==> config.mk <==
export PLATFORM = sky130hd
export DESIGN_NAME = periph_irq_flags
export DESIGN_NICKNAME = d
export VERILOG_FILES = /design/src/pir_pkg.sv /design/src/flag_bus_if.sv /design/src/flag_bank.sv /design/src/periph_irq_flags.sv
export SDC_FILE = /design/constraint.sdc
export NUM_CORES = 1
export LEC_CHECK = 0
export BUFFER_PORTS_ARGS = -buffer_cell sky130_fd_sc_hd__buf_4
export CORE_UTILIZATION = 30
export CTS_CLUSTER_SIZE = 24
export DETAILED_ROUTE_END_ITERATION = 7
export MAX_ROUTING_LAYER = met4
export PLACE_DENSITY = 0.58
export SETUP_SLACK_MARGIN = 0.02
export SYNTH_ARGS = -nofsm -noshare
export SYNTH_HDL_FRONTEND = slang
export SYNTH_SLANG_ARGS = --single-unit
export TNS_END_PERCENT = 10
==> constraint.sdc <==
create_clock -name clk -period 1.15 [get_ports clk]
set_input_delay 0.2875 -clock clk [delete_from_list [all_inputs] [get_ports clk]]
set_output_delay 0.2875 -clock clk [all_outputs]
set_load 0.01 [all_outputs]
==> src/pir_pkg.sv <==
// Package: offsets, bit positions, reset values for the flag block
package pir_pkg;
  // ----------------------------------------
  // Register offsets
  // ----------------------------------------
  localparam logic [3:0] OFF_REQ_TWO = 4'h0;
  localparam logic [3:0] OFF_REQ_THREE = 4'h1;
  localparam logic [3:0] OFF_EN_TWO = 4'h2;
  localparam logic [3:0] OFF_EN_THREE = 4'h3;
  localparam logic [3:0] OFF_CORE_CTRL = 4'h4;
  localparam logic [3:0] OFF_IRQ_STAT = 4'h5;
  localparam logic [3:0] OFF_IRQ_MASK = 4'h6;
  // ----------------------------------------
  // Bit positions, request register two
  // ----------------------------------------
  localparam int BIT_OSC_FAIL = 7;
  localparam int BIT_CMP_TWO = 6;
  localparam int BIT_CMP_ONE = 5;
  localparam int BIT_NV_DONE = 4;
  localparam int BIT_SER_COLL = 3;
  localparam int BIT_CAPCOMP_TWO = 0;
  // ----------------------------------------
  // Bit positions, request register three
  // ----------------------------------------
  localparam int BIT_CAPCOMP_FOUR = 5;
  localparam int BIT_CAPCOMP_THREE = 4;
  localparam int BIT_TIMER_SIX = 3;
  localparam int BIT_TIMER_FOUR = 1;
  // Core control bits
  localparam int BIT_GLOBAL_EN = 7;
  localparam int BIT_PERIPH_EN = 6;
  // ----------------------------------------
  // Implemented masks and reset values
  // ----------------------------------------
  localparam logic [7:0] MASK_TWO_BIG = 8'hf9;
  localparam logic [7:0] MASK_TWO_SMALL = 8'hf8;
  localparam logic [7:0] MASK_THREE = 8'h3a;
  localparam logic [7:0] MASK_CORE = 8'hc0;
  localparam logic [7:0] RST_FLAGS = 8'h00;
  localparam logic [1:0] STAT_RISE = 2'h1;
  localparam logic [1:0] STAT_FALL = 2'h2;
endpackage

==> src/flag_bus_if.sv <==
// Interface: write/clear path between top and flag bank
interface flag_bus_if;
  logic [7:0] setEv;
  logic wrEn;
  logic [7:0] wrData;
  logic [7:0] flags;
  modport bank (input setEv, input wrEn, input wrData, output flags);
  modport ctrl (output setEv, output wrEn, output wrData, input flags);
endinterface

==> src/flag_bank.sv <==
// Module: one 8-bit bank of hardware-set, software-written flags
module flag_bank #(
  parameter logic [7:0] IMPL = 8'hff
) (
  // Clocking
  input wire logic clk,
  input wire logic rst,
  input wire logic ce,
  // Flag path
  flag_bus_if.bank fb
);
  logic [7:0] flags_q;
  logic [7:0] flags_d;

  // Event set beats a same-cycle software write of zero
  always_comb begin
    flags_d = flags_q;
    if (fb.wrEn) begin
      flags_d = fb.wrData;
    end
    flags_d = (flags_d | fb.setEv) & IMPL;
  end

  // Flag storage, cleared on any reset
  always_ff @(posedge clk or posedge rst) begin
    if (rst) begin
      flags_q <= pir_pkg::RST_FLAGS;
    end else if (ce) begin
      flags_q <= flags_d;
    end
  end

  assign fb.flags = flags_q;

  property p_set_wins;
    @(posedge clk) disable iff (rst)
      (ce && (fb.setEv & IMPL) != 8'h00) |=>
        ((flags_q & $past(fb.setEv & IMPL)) == $past(fb.setEv & IMPL));
  endproperty
  a_set_wins: assert property (p_set_wins)
    else $error("event lost in flag bank");

  property p_unimpl_zero;
    @(posedge clk) disable iff (rst) (flags_q & ~IMPL) == 8'h00;
  endproperty
  a_unimpl_zero: assert property (p_unimpl_zero)
    else $error("unimplemented flag bit set");

  property p_hold;
    @(posedge clk) disable iff (rst)
      (!ce) |=> $stable(flags_q);
  endproperty
  a_hold: assert property (p_hold)
    else $error("flags changed while frozen");
endmodule

==> src/periph_irq_flags.sv <==
// Top: peripheral interrupt request flag registers two and three
// Overview of operation
// - Events set flags regardless of enables
// - Flag reads one pending, zero otherwise
// - Register two bits: osc,cmp2,cmp1,nv,coll,cc2
// - Unimplemented bits always read zero
// - Register three bit5 cc4, bit4 cc3
// - Register three bit3 timer6, bit1 timer4
// - Flags writable, cleared by every reset
// - Register three, cc2 only large variant
// - No periphIrq without peripheral enable; irq follows unmasked sticky status
//
// The implementer's own choices: the address map and the strobed register port.
module periph_irq_flags #(
  parameter bit LARGE_VARIANT = 1'b1
) (
  // Clock, reset, enable
  input wire logic clk,
  input wire logic rst,
  input wire logic ce,
  // Register port
  input wire logic [3:0] addr,
  input wire logic [7:0] wrData,
  input wire logic wrStb,
  input wire logic rdStb,
  output logic [7:0] rdData,
  // Event sources, one-cycle pulses on clk
  input wire logic oscFailEv,
  input wire logic cmpTwoEv,
  input wire logic cmpOneEv,
  input wire logic nvWriteDoneEv,
  input wire logic serialOneCollEv,
  input wire logic capcompTwoEv,
  input wire logic capcompThreeEv,
  input wire logic capcompFourEv,
  input wire logic timerSixMatchEv,
  input wire logic timerFourMatchEv,
  // Outputs
  output logic periphIrq,
  output logic irq
);
  // ----------------------------------------
  // Declarations
  // ----------------------------------------
  localparam logic [7:0] IMPL_TWO = LARGE_VARIANT ?
    pir_pkg::MASK_TWO_BIG : pir_pkg::MASK_TWO_SMALL;
  localparam logic [7:0] IMPL_THREE = LARGE_VARIANT ?
    pir_pkg::MASK_THREE : 8'h00;

  flag_bus_if fbTwo ();
  flag_bus_if fbThree ();

  logic [7:0] enTwo_q;
  logic [7:0] enThree_q;
  logic [7:0] coreCtrl_q;
  logic [1:0] stat_q;
  logic [1:0] mask_q;
  logic [7:0] rdData_q;
  logic periphIrq_q;
  logic irq_q;
  logic reqNow;
  logic reqPrev_q;

  function automatic logic hit(input logic [3:0] a, input logic [3:0] o);
    hit = (a == o);
  endfunction

  // ----------------------------------------
  // Flag banks
  // ----------------------------------------
  // Event vector for register two
  always_comb begin
    fbTwo.setEv = 8'h00;
    fbTwo.setEv[pir_pkg::BIT_OSC_FAIL] = oscFailEv;
    fbTwo.setEv[pir_pkg::BIT_CMP_TWO] = cmpTwoEv;
    fbTwo.setEv[pir_pkg::BIT_CMP_ONE] = cmpOneEv;
    fbTwo.setEv[pir_pkg::BIT_NV_DONE] = nvWriteDoneEv;
    fbTwo.setEv[pir_pkg::BIT_SER_COLL] = serialOneCollEv;
    fbTwo.setEv[pir_pkg::BIT_CAPCOMP_TWO] = capcompTwoEv;
  end

  // Event vector for register three
  always_comb begin
    fbThree.setEv = 8'h00;
    fbThree.setEv[pir_pkg::BIT_CAPCOMP_FOUR] = capcompFourEv;
    fbThree.setEv[pir_pkg::BIT_CAPCOMP_THREE] = capcompThreeEv;
    fbThree.setEv[pir_pkg::BIT_TIMER_SIX] = timerSixMatchEv;
    fbThree.setEv[pir_pkg::BIT_TIMER_FOUR] = timerFourMatchEv;
  end

  // Software writes reach the banks
  assign fbTwo.wrEn = wrStb && hit(addr, pir_pkg::OFF_REQ_TWO);
  assign fbTwo.wrData = wrData;
  assign fbThree.wrEn = wrStb && hit(addr, pir_pkg::OFF_REQ_THREE);
  assign fbThree.wrData = wrData;

  flag_bank #(.IMPL(IMPL_TWO)) bankTwo (
    .clk(clk),
    .rst(rst),
    .ce(ce),
    .fb(fbTwo)
  );

  flag_bank #(.IMPL(IMPL_THREE)) bankThree (
    .clk(clk),
    .rst(rst),
    .ce(ce),
    .fb(fbThree)
  );

  // ----------------------------------------
  // Control registers
  // ----------------------------------------
  // Enables and core control
  always_ff @(posedge clk or posedge rst) begin
    if (rst) begin
      enTwo_q <= pir_pkg::RST_FLAGS;
      enThree_q <= pir_pkg::RST_FLAGS;
      coreCtrl_q <= pir_pkg::RST_FLAGS;
    end else if (ce && wrStb) begin
      if (hit(addr, pir_pkg::OFF_EN_TWO)) begin
        enTwo_q <= wrData & IMPL_TWO;
      end
      if (hit(addr, pir_pkg::OFF_EN_THREE)) begin
        enThree_q <= wrData & IMPL_THREE;
      end
      if (hit(addr, pir_pkg::OFF_CORE_CTRL)) begin
        coreCtrl_q <= wrData & pir_pkg::MASK_CORE;
      end
    end
  end

  // ----------------------------------------
  // Request generation
  // ----------------------------------------
  // Any enabled flag, gated by peripheral and global enables
  assign reqNow = (|(fbTwo.flags & enTwo_q) ||
                   |(fbThree.flags & enThree_q)) &&
                  coreCtrl_q[pir_pkg::BIT_PERIPH_EN] &&
                  coreCtrl_q[pir_pkg::BIT_GLOBAL_EN];

  // Registered request and edge tracking
  always_ff @(posedge clk or posedge rst) begin
    if (rst) begin
      periphIrq_q <= 1'b0;
      reqPrev_q <= 1'b0;
    end else if (ce) begin
      periphIrq_q <= reqNow;
      reqPrev_q <= reqNow;
    end
  end

  // Sticky status: rise and fall of request; write one clears, set wins
  always_ff @(posedge clk or posedge rst) begin
    if (rst) begin
      stat_q <= 2'h0;
      mask_q <= 2'h0;
    end else if (ce) begin
      stat_q <= (stat_q & ~((wrStb && hit(addr, pir_pkg::OFF_IRQ_STAT)) ?
                 wrData[1:0] : 2'h0)) |
                ((reqNow && !reqPrev_q) ? pir_pkg::STAT_RISE : 2'h0) |
                ((!reqNow && reqPrev_q) ? pir_pkg::STAT_FALL : 2'h0);
      if (wrStb && hit(addr, pir_pkg::OFF_IRQ_MASK)) begin
        mask_q <= wrData[1:0];
      end
    end
  end

  // Level interrupt from unmasked status
  always_ff @(posedge clk or posedge rst) begin
    if (rst) begin
      irq_q <= 1'b0;
    end else if (ce) begin
      irq_q <= |(stat_q & mask_q);
    end
  end

  // ----------------------------------------
  // Read path
  // ----------------------------------------
  // Read data one cycle after strobe, zero otherwise
  always_ff @(posedge clk or posedge rst) begin
    if (rst) begin
      rdData_q <= 8'h00;
    end else if (ce) begin
      rdData_q <= 8'h00;
      if (rdStb) begin
        case (addr)
          pir_pkg::OFF_REQ_TWO: rdData_q <= fbTwo.flags;
          pir_pkg::OFF_REQ_THREE: rdData_q <= fbThree.flags;
          pir_pkg::OFF_EN_TWO: rdData_q <= enTwo_q;
          pir_pkg::OFF_EN_THREE: rdData_q <= enThree_q;
          pir_pkg::OFF_CORE_CTRL: rdData_q <= coreCtrl_q;
          pir_pkg::OFF_IRQ_STAT: rdData_q <= {6'h00, stat_q};
          pir_pkg::OFF_IRQ_MASK: rdData_q <= {6'h00, mask_q};
          default: rdData_q <= 8'h00;
        endcase
      end
    end
  end

  assign rdData = rdData_q;
  assign periphIrq = periphIrq_q;
  assign irq = irq_q;

  // ----------------------------------------
  // Assertions
  // ----------------------------------------
  property p_no_periph_en;
    @(posedge clk) disable iff (rst)
      (!coreCtrl_q[pir_pkg::BIT_PERIPH_EN] && $stable(coreCtrl_q)) |=>
        !periphIrq_q;
  endproperty
  a_no_periph_en: assert property (p_no_periph_en)
    else $error("request without peripheral enable");

  property p_req;
    @(posedge clk) disable iff (rst)
      (ce && (fbTwo.flags & enTwo_q) != 8'h00 &&
       coreCtrl_q == pir_pkg::MASK_CORE) |=> periphIrq_q;
  endproperty
  a_req: assert property (p_req)
    else $error("enabled flag raised no request");

  property p_set_indep;
    @(posedge clk) disable iff (rst)
      (ce && oscFailEv) |=> fbTwo.flags[pir_pkg::BIT_OSC_FAIL];
  endproperty
  a_set_indep: assert property (p_set_indep)
    else $error("event did not set flag");

  property p_map_three;
    @(posedge clk) disable iff (rst)
      (ce && timerFourMatchEv && LARGE_VARIANT) |=>
        fbThree.flags[pir_pkg::BIT_TIMER_FOUR];
  endproperty
  a_map_three: assert property (p_map_three)
    else $error("timer four flag missing");

  property p_cc4;
    @(posedge clk) disable iff (rst)
      (ce && capcompFourEv && LARGE_VARIANT) |=>
        fbThree.flags[pir_pkg::BIT_CAPCOMP_FOUR];
  endproperty
  a_cc4: assert property (p_cc4)
    else $error("capcomp four flag missing");

  property p_map_two;
    @(posedge clk) disable iff (rst)
      (ce && serialOneCollEv) |=> fbTwo.flags[pir_pkg::BIT_SER_COLL];
  endproperty
  a_map_two: assert property (p_map_two)
    else $error("collision flag missing");

  property p_map_six;
    @(posedge clk) disable iff (rst)
      (ce && timerSixMatchEv && LARGE_VARIANT) |=>
        fbThree.flags[pir_pkg::BIT_TIMER_SIX];
  endproperty
  a_map_six: assert property (p_map_six)
    else $error("timer six flag missing");

  property p_wr_load;
    @(posedge clk) disable iff (rst)
      (ce && wrStb && addr == pir_pkg::OFF_REQ_TWO &&
       fbTwo.setEv == 8'h00) |=> fbTwo.flags == ($past(wrData) & IMPL_TWO);
  endproperty
  a_wr_load: assert property (p_wr_load)
    else $error("write to register two lost");

  property p_rd_two;
    @(posedge clk) disable iff (rst)
      (ce && rdStb && addr == pir_pkg::OFF_REQ_TWO) |=>
        rdData == $past(fbTwo.flags);
  endproperty
  a_rd_two: assert property (p_rd_two)
    else $error("read of register two wrong");

  property p_rd_zero;
    @(posedge clk) disable iff (rst)
      (ce && rdStb && addr == pir_pkg::OFF_REQ_THREE) |=>
        (rdData & ~IMPL_THREE) == 8'h00;
  endproperty
  a_rd_zero: assert property (p_rd_zero)
    else $error("unimplemented bit read as one");

  property p_small;
    @(posedge clk) disable iff (rst)
      !LARGE_VARIANT |-> fbThree.flags == 8'h00;
  endproperty
  a_small: assert property (p_small)
    else $error("register three present in small variant");

  property p_irq;
    @(posedge clk) disable iff (rst)
      (ce && (stat_q & mask_q) != 2'h0) |=> irq_q;
  endproperty
  a_irq: assert property (p_irq)
    else $error("interrupt output missing");

  c_req: cover property (@(posedge clk) disable iff (rst)
    !periphIrq_q ##1 periphIrq_q);
  c_clear: cover property (@(posedge clk) disable iff (rst)
    fbTwo.flags[pir_pkg::BIT_SER_COLL] ##1
    !fbTwo.flags[pir_pkg::BIT_SER_COLL]);
  c_race: cover property (@(posedge clk) disable iff (rst)
    fbTwo.wrEn && !fbTwo.wrData[pir_pkg::BIT_OSC_FAIL] && oscFailEv);
  c_irq: cover property (@(posedge clk) disable iff (rst) irq_q);
endmodule

==> impl_metrics.json, run 1 <==
{
  "clkTransAtPathRegs_ns": 0.08,
  "synth_top_area_cell": "dfrtp_1",
  "portBuffers": 34,
  "setup_viol": 6,
  "maxCapViolations": 0,
  "firstDrtPassIters": 4,
  "die_x_um": 79.8,
  "final_net_count": 252,
  "final-hold-violation-count": 0,
  "grt_pass1_vias": 1479,
  "drc": 0,
  "fin_crit_sh_pct": 122,
  "antenna_found_initial": 0,
  "numCtsBuffers": 5,
  "pwr-share-clk_pct": 27.9,
  "vdd_drop_max_v": 0.000534,
  "final_cell_mix": "57 x buf_4, 35 x dfrtp_1, 15 x mux2_2, 14 x nand2_1",
  "worstPathMaxFanout": 3,
  "routedWlPerCell_um": 15.1,
  "layout_commonest_cell": "buf_4",
  "area_delta_synth_final_pct": 40.9,
  "place_ws_ns": -0.261,
  "p_total_uw": 3110,
  "hold_buffers": 0,
  "ios": 37,
  "dr.first_iter.drc_count": 114,
  "violations": "setup timing",
  "htree_levels": 2,
  "max_freq_mhz": 711,
  "p_sw_share_pct": 27.5,
  "grt_use_total_pct": 16.2,
  "syn_area_per_cell_um2": 11.8,
  "antenna_cells": 0,
  "cts_buffer_depth": 2,
  "post_cts_buffers": 0,
  "power_density_mw_per_mm2": 1220,
  "vias": 1464,
  "grt_first_pass_wirelength_mm": 7.37,
  "grt_overflow_total": 0,
  "yosysTopAreaCellShare_pct": 48.2,
  "die-area_mm2": 0.00637,
  "clock-sinks": 35,
  "mappedNetlistArea_mm2": 0.00182,
  "routed_wl_mm": 4.49,
  "final_antenna_net_count": 0,
  "gp_congestion": 0.779,
  "num_rows": 27,
  "start_util_pct": 32.0,
  "p_int_uw": 2250,
  "crit_required_ns": 1.32,
  "fin_ws_ns": -0.257,
  "hpwl_mm": 3.46,
  "startpoint_type": "flip-flop",
  "maxSlewViolCount": 0,
  "ys_types": 41,
  "synth_cells": 154,
  "root_buffer": "clkbuf_8",
  "core_mm2": 0.00568,
  "drive_gt1_share_pct": 49.6,
  "worstSetupPathType": "reg2reg",
  "cts_tree": "yes",
  "end_kind": "flip-flop",
  "die_h_um": 79.8,
  "seq_area_frac_synth_pct": 48.2,
  "pwr-share-seq_pct": 49.0,
  "clock_skew_ns": 0.00774,
  "p_leak_uw": 0.00124,
  "outcome": "complete, but fails checks",
  "yosysWarnings": 0,
  "pwr-share-comb_pct": 23.2,
  "ys_ff_latch": 35,
  "setup_tns_ns": -0.783,
  "synth.net_count": 181,
  "arrival_ns": 1.58,
  "p_sw_uw": 855,
  "grt_max_degree": 36,
  "rsz0062_at_grt": "yes",
  "hp-class": "in2async",
  "layout_min_cycle_time_ns": 1.41,
  "clock_latency_ns": 0.29,
  "synth_area_leaders": "dfrtp_1 48%, mux2_2 9.9%, mux2i_1 6.1%, mux4_2 3.7%, nand2_1 2.9%",
  "viasPerCell": 4.91
}
## power groups by stage
stage / clock, uW / combinational, uW / sequential, uW
final: 867 / 720 / 1520
after global routing: 969 / 799 / 1540
after CTS: 902 / 716 / 1520
after detailed placement: 0 / 693 / 1540
after global placement: 0 / 684 / 1530
after floorplan: 0 / 374 / 1520
## path summary, 6_finish.rpt
path                                          to     startpoint  slack (ns)  depth (start not counted)
setup / recovery                       stat_q[0]   enThree_q[4]       -0.26                          4
hold / removal                         rdData[6]            rst        0.04                          3
setup reg to reg                       stat_q[0]   enThree_q[4]       -0.26                          4
hold reg to reg                        rdData[5]      rdData[5]        0.49                          1
max in group asynchronous             enTwo_q[0]            rst        0.92                          3
min in group clk           bankThree.fb.flags[5]  capcompFourEv        0.20                          3
## final cells by class
class	instances	area [um2]
fill	553	3120
multi-input combinational	106	877
timing repair buffer	71	612
tap	72	90.1
inverter	6	22.5
clock buffer	7	76.3
clock inverter	1	5.00
sequential	35	876
## per-layer routing
layer | vias up | track usage [%] | share of wire (%)
met3 | 5 | 3.20 | 4.2
met5 | - | - | 0
met1 | 711 | 22.3 | 49
li1 | 714 | - | -
met4 | 0 | 5.89 | 1.2
met2 | 34 | 23.5 | 46
## cells in the mapped netlist, drive strengths merged
cell     instances
nor2            12
and3             1
conb             1
or3              1
o311ai           1
nor2b            1
buf              6
nand2b           2
a22o             4
o211ai           1
mux2            16
nand3            4
inv              6
and2             1
a221oi           2
o21ai            2
mux4             3
a22oi            4
a32o             1
o31ai            1
and2b            2
clkbuf           1
a32oi            1
a311o            1
nand4b           2
and4bb           1
nor3b            1
nand4            3
a21oi            7
mux2i           11
nand2           14
dfrtp           35
o2bb2ai          3
a31oi            2
## logic make-up (layout without fill, tap and decap cells)
logic type / count (synthesis) / after routing / share of synthesized area (%)
buffers and inverters: 13 / 85 / 4.00
DFF: 35 / 35 / 48.2
and+or+nand+nor: 45 / 45 / 15.1
muxes: 30 / 30 / 19.7
AOI/OAI and AO/OA: 30 / 30 / 12.8
other: 1 / 1 / 0.207
## critical path, cell delays in order (launching register included)
cell and delay [ns]:
dfrtp_1 0.40, a22o_1 0.25, a221oi_2 0.21, a31oi_2 0.16
a32o_1 0.28
## per-stage QoR
| step | hold slack [ns] | instances | util, % | instance area (um2) |
|---|---|---|---|---|
| 2_1_floorplan | 0.397 | 154 | - | 1820 |
| 3_3_place_gp | 0.360 | 290 | 42.7 | 2430 |
| 3_5_place_dp | 0.363 | 290 | 42.7 | 2430 |
| 4_1_cts | 0.0455 | 298 | 44.5 | 2520 |
| 5_1_grt | 0.0601 | 298 | 45.1 | 2560 |
| 6_report | 0.0446 | 298 | 45.1 | 2560 |
## state kept, by name, summed over array words and instances, names as in the netlist
register            cells
mask_q                  2
irq                     1
stat_q                  2
bankTwo.fb.flags        6
rdData                  7
bankThree.fb.flags      4
reqPrev_q               1
enTwo_q                 6
coreCtrl_q              2
enThree_q               4
## what timing repair did
item,in CTS,in global routing
cloned,0,0
pin swaps,5,4
setup endpoints to repair,7,17
resized for setup,7,10
Note: power is estimated with default switching activity, not from simulation.
==> inputs of run 2 (changes only) <==
--- a/config.mk
+++ b/config.mk
@@ -11,7 +11,6 @@
 export DETAILED_ROUTE_END_ITERATION = 7
 export MAX_ROUTING_LAYER = met4
 export PLACE_DENSITY = 0.58
-export SETUP_SLACK_MARGIN = 0.02
 export SYNTH_ARGS = -nofsm -noshare
 export SYNTH_HDL_FRONTEND = slang
 export SYNTH_SLANG_ARGS = --single-unit
==> run 2 against run 1 <==
  * The flow still finishes with violations (setup timing)
  * Global-route usage hardly changed
  * Worst setup slack worse by 0.0031 ns
  * Utilization is 0.26 points lower
  * Die area stayed put
  * Critical endpoint unchanged
  * Critical path depth stayed put
==> impl_metrics.json, run 2 (synthesized netlist as in run 1, its figures left out) <==
{
  "antenna_cells": 0,
  "worst_hold_slack_ns": 0.0401,
  "clock_latency_ns": 0.29,
  "cts_buffer_depth": 2,
  "outcome": "complete, but fails checks",
  "rsz0062_at_grt": "yes",
  "vdd_drop_max_v": 0.000535,
  "fin_ws_ns": -0.260,
  "maxCapViolations": 0,
  "fill_cells": 556,
  "largest_register_ffs": 7,
  "final_net_count": 252,
  "die-area_mm2": 0.00637,
  "path_cells": "a22o_1 -> a221oi_2 -> a31oi_2 -> a32o_1",
  "m1WireLength_mm": 2.22,
  "worstPathMaxFanout": 3,
  "startpoint_type": "flip-flop",
  "grt_use_total_pct": 16.1,
  "hpwl_mm": 3.46,
  "crit_required_ns": 1.32,
  "clock-sinks": 35,
  "grt_first_pass_wirelength_mm": 7.36,
  "antenna_found_initial": 0,
  "htree_levels": 2,
  "arrival_ns": 1.58,
  "grt_max_degree": 36,
  "layout_min_cycle_time_ns": 1.41,
  "clkTransAtPathRegs_ns": 0.08,
  "end_kind": "flip-flop",
  "power_density_mw_per_mm2": 1220,
  "fin_crit_sh_pct": 123,
  "drc": 0,
  "met3RoutedLength_um": 179,
  "numCtsBuffers": 5,
  "layout_commonest_cell": "buf_4",
  "setup_viol": 5,
  "gp_congestion": 0.779,
  "die_h_um": 79.8,
  "place_ws_ns": -0.261,
  "hp-class": "in2async",
  "p_total_uw": 3100,
  "routedWlPerCell_um": 15.1,
  "setup_tns_ns": -0.785,
  "vias": 1468,
  "slowest_stage": "dfrtp_1",
  "highest-signal-layer": "met4",
  "viasPerCell": 4.93,
  "max_freq_mhz": 709,
  "num_rows": 27,
  "firstDrtPassIters": 4,
  "root_buffer": "clkbuf_8",
  "ios": 37,
  "clock_skew_ns": 0.0101,
  "violations": "setup timing",
  "die_x_um": 79.8,
  "start_util_pct": 32.0,
  "routed_wl_mm": 4.50,
  "grt_overflow_total": 0,
  "cts_tree": "yes",
  "grt_pass1_vias": 1475,
  "dr.first_iter.drc_count": 97,
  "worstSetupPathType": "reg2reg",
  "final_cell_mix": "61 x buf_4, 35 x dfrtp_1, 15 x mux2_2, 14 x nand2_1, 11 x mux2i_1",
  "maxSlewViolCount": 0,
  "multiInputGateArea_um2": 877,
  "wl_met2_mm": 2.04,
  "final_antenna_net_count": 0,
  "cpPeakStageDelay_ns": 0.39,
  "seqCellArea_um2": 876,
  "p_leak_uw": 0.00123,
  "drive_gt1_share_pct": 49.6,
  "portBuffers": 34,
  "core_mm2": 0.00568,
  "hold_buffers": 0,
  "area_delta_synth_final_pct": 40.1,
  "final-hold-violation-count": 0,
  "final_util_pct": 44.8
}
run 2: stage by stage:
step           instances  instance area, um2
2_1_floorplan        154                1820
3_3_place_gp         290                2430
3_5_place_dp         290                2430
4_1_cts              298                2520
5_1_grt              298                2540
6_report             298                2540
run 2: per-layer routing:
layer | vias up | global-route usage, %
met1 | 711 | 22.2
met5 | - | -
met4 | 0 | 5.89
met3 | 5 | 3.20
met2 | 38 | 23.5
li1 | 714 | -
run 2: what timing repair did:
item                                    in CTS  in global routing
buffers inserted                             0                  0
pin swaps                                    5                  3
endpoints found under the setup margin       6                 11
resized for setup                            5                  8
run 2: final cells by class:
type / instances / share of cell area (%)
Sequential cell: 35 / 34.4
Inverter: 6 / 0.885
Clock buffer: 7 / 3.00
Clock inverter: 1 / 0.197
Tap cell: 72 / 3.54
Timing Repair Buffer: 71 / 23.5
Multi-Input combinational cell: 106 / 34.5
run 2: where the power goes:
part           internal [uW]  switching [uW]
clock network            425             440
logic                    428             285
registers               1390             127
run 2: critical path, delay by kind of cell (launching register included):
kind               cells  cell delay (ns)
DFF                    1             0.39
AOI/OAI and AO/OA      4             0.92
run 2: worst paths after layout:
path                               startpoint                     to  slack (ns)  cells past startpoint
worst max-delay path             enThree_q[4]              stat_q[0]       -0.26                      4
worst min-delay path                      rst              rdData[6]        0.04                      3
worst max register to register   enThree_q[4]              stat_q[0]       -0.26                      4
worst min register to register      rdData[5]              rdData[5]        0.49                      1
max in group asynchronous                 rst    bankTwo.fb.flags[0]        0.91                      3
min in group clk                capcompFourEv  bankThree.fb.flags[5]        0.20                      3
==> inputs of run 3 (changes only) <==
--- a/config.mk
+++ b/config.mk
@@ -11,6 +11,7 @@
 export DETAILED_ROUTE_END_ITERATION = 7
 export MAX_ROUTING_LAYER = met4
 export PLACE_DENSITY = 0.58
+export RECOVER_POWER = 50
 export SYNTH_ARGS = -nofsm -noshare
 export SYNTH_HDL_FRONTEND = slang
 export SYNTH_SLANG_ARGS = --single-unit
==> run 3 against run 2 <==
  * The flow still finishes with violations (setup timing)
  * Utilization decreased by 0.26 points
  * Final area is 0.59% lower
  * Worst setup slack did not move
  * Sequential power barely moved
  * Global-route usage unchanged
  * Total power decreased by 0.24%
  * Cell count stayed put
  * Critical path depth is the same
  * Critical endpoint unchanged
==> impl_metrics.json, run 3 (synthesized netlist as in run 1, its figures left out) <==
{
  "setup_viol": 5,
  "post_cts_buffers": 0,
  "hpwl_mm": 3.46,
  "cts_tree": "yes",
  "outcome": "complete, but fails checks",
  "final_cell_count_no_fill": 298,
  "clock_latency_ns": 0.29,
  "num_rows": 27,
  "p_leak_uw": 0.00123,
  "worstPathMaxFanout": 3,
  "max_freq_mhz": 709,
  "met2_usage_pct": 23.5,
  "die_x_um": 79.8,
  "vdd_drop_max_v": 0.000535,
  "grt_use_total_pct": 16.1,
  "layout_min_cycle_time_ns": 1.41,
  "area_delta_synth_final_pct": 39.3,
  "die-area_mm2": 0.00637,
  "worst_pin_slew_ns": 0.892,
  "final-hold-violation-count": 0,
  "maxSlewViolCount": 0,
  "largest_register_ffs": 7,
  "hp-class": "in2reg",
  "clock_skew_ns": 0.0101,
  "clkTransAtPathRegs_ns": 0.07,
  "firstDrtPassIters": 4,
  "fin_crit_sh_pct": 123,
  "p_total_uw": 3090,
  "grt_max_degree": 36,
  "vias": 1469,
  "htree_levels": 2,
  "p_sw_share_pct": 27.5,
  "numCtsBuffers": 5,
  "relSlewSlack_pct": 40.5,
  "fill_cells": 558,
  "drive_gt1_share_pct": 49.6,
  "startpoint_type": "flip-flop",
  "drc": 0,
  "portBuffers": 34,
  "dr.first_iter.drc_count": 97,
  "power_density_mw_per_mm2": 1220,
  "pwr-share-comb_pct": 22.8,
  "root_buffer": "clkbuf_8",
  "final_antenna_net_count": 0,
  "routed_wl_mm": 4.50,
  "pwr-share-clk_pct": 28.0,
  "dp.cells": 290,
  "final_net_count": 252,
  "gp_congestion": 0.779,
  "grt_first_pass_wirelength_mm": 7.36,
  "final_util_pct": 44.6,
  "die_h_um": 79.8,
  "maxCapViolations": 0,
  "start_util_pct": 32.0,
  "grt_overflow_total": 0,
  "p_int_uw": 2240,
  "clock-sinks": 35,
  "antenna_found_initial": 0,
  "pwr-share-seq_pct": 49.2,
  "antenna_cells": 0,
  "grt.met3_usage_pct": 3.20,
  "layout_commonest_cell": "buf_4",
  "grt-busiest-layer": "met2",
  "final_cell_mix": "60 x buf_4, 35 x dfrtp_1, 15 x mux2_2, 14 x nand2_1, 11 x mux2i_1",
  "ios": 37,
  "viasPerCell": 4.93,
  "fin_ws_ns": -0.260,
  "cts_buffer_depth": 2,
  "crit_required_ns": 1.32,
  "use_met1_pct": 22.2,
  "arrival_ns": 1.58,
  "p_sw_uw": 851,
  "grt_pass1_vias": 1475,
  "worstSetupPathType": "reg2reg",
  "rsz0062_at_grt": "yes",
  "core_mm2": 0.00568,
  "routedWlPerCell_um": 15.1,
  "end_kind": "flip-flop",
  "violations": "setup timing"
}
==> run 3: cell types whose count changed in the layout (fill, tap and decap cells not counted), sizes merged <==
cell    previous run  this run
clkbuf             7         9
buf               71        69
==> run 3: power by group through the flow <==
stage,Combinational [uW],Clock [uW],Sequential [uW]
after floorplan,374,0,1520
after global placement,684,0,1530
after detailed placement,693,0,1540
after CTS,713,902,1520
after global routing,782,967,1540
final,705,866,1520
==> run 3: cell type report <==
cell class	instances	area [um2]	share of cell area, %
multi-input combinational	106	877	34.7
sequential	35	876	34.6
timing repair buffer	71	582	23.0
tap	72	90.1	3.56
clock buffer	7	76.3	3.02
inverter	6	22.5	0.891
clock inverter	1	5.00	0.198
==> run 3: final timing paths <==
path / slack (ns) / start / cells after the start / to
min in group asynchronous: 0.27 / rst / 3 / rdData[6]
hold reg to reg: 0.49 / rdData[5] / 1 / rdData[5]
max in group asynchronous: 0.32 / rst / 3 / bankTwo.fb.flags[0]
hold / removal: 0.20 / capcompFourEv / 3 / bankThree.fb.flags[5]
setup / recovery: -0.26 / enThree_q[4] / 4 / stat_q[0]
setup reg to reg: -0.26 / enThree_q[4] / 4 / stat_q[0]
==> run 3: critical path: stages (launching register included) <==
cell      delay [ns]
dfrtp_1         0.39
a22o_1          0.25
a221oi_2        0.21
a31oi_2         0.17
a32o_1          0.29
==> run 3: metrics by stage <==
stage | area (um2) | TNS (ns) | hold WS (ns) | setup slack (ns)
final | 2530 | -0.785 | 0.196 | -0.260
after global routing | 2530 | -1.13 | 0.201 | -0.313
after CTS | 2520 | -0.792 | 0.0455 | -0.251
after detailed placement | 2430 | -5.29 | 0.363 | -0.261
after global placement | 2430 | -5.03 | 0.360 | -0.251
after floorplan | 1820 | -0.676 | 0.397 | -0.117
==> run 3: timing repair <==
item / in CTS / in global routing
resized for setup: 5 / 8
hold buffers: 0 / 0
pin swaps: 5 / 3
setup endpoints to repair: 6 / 11
==> run 3: per-layer routing <==
layer  vias up  routed length, um
met5         -                  0
met4         0                 56
met3         5                179
met2        38               2040
met1       713               2220
li1        713                  -
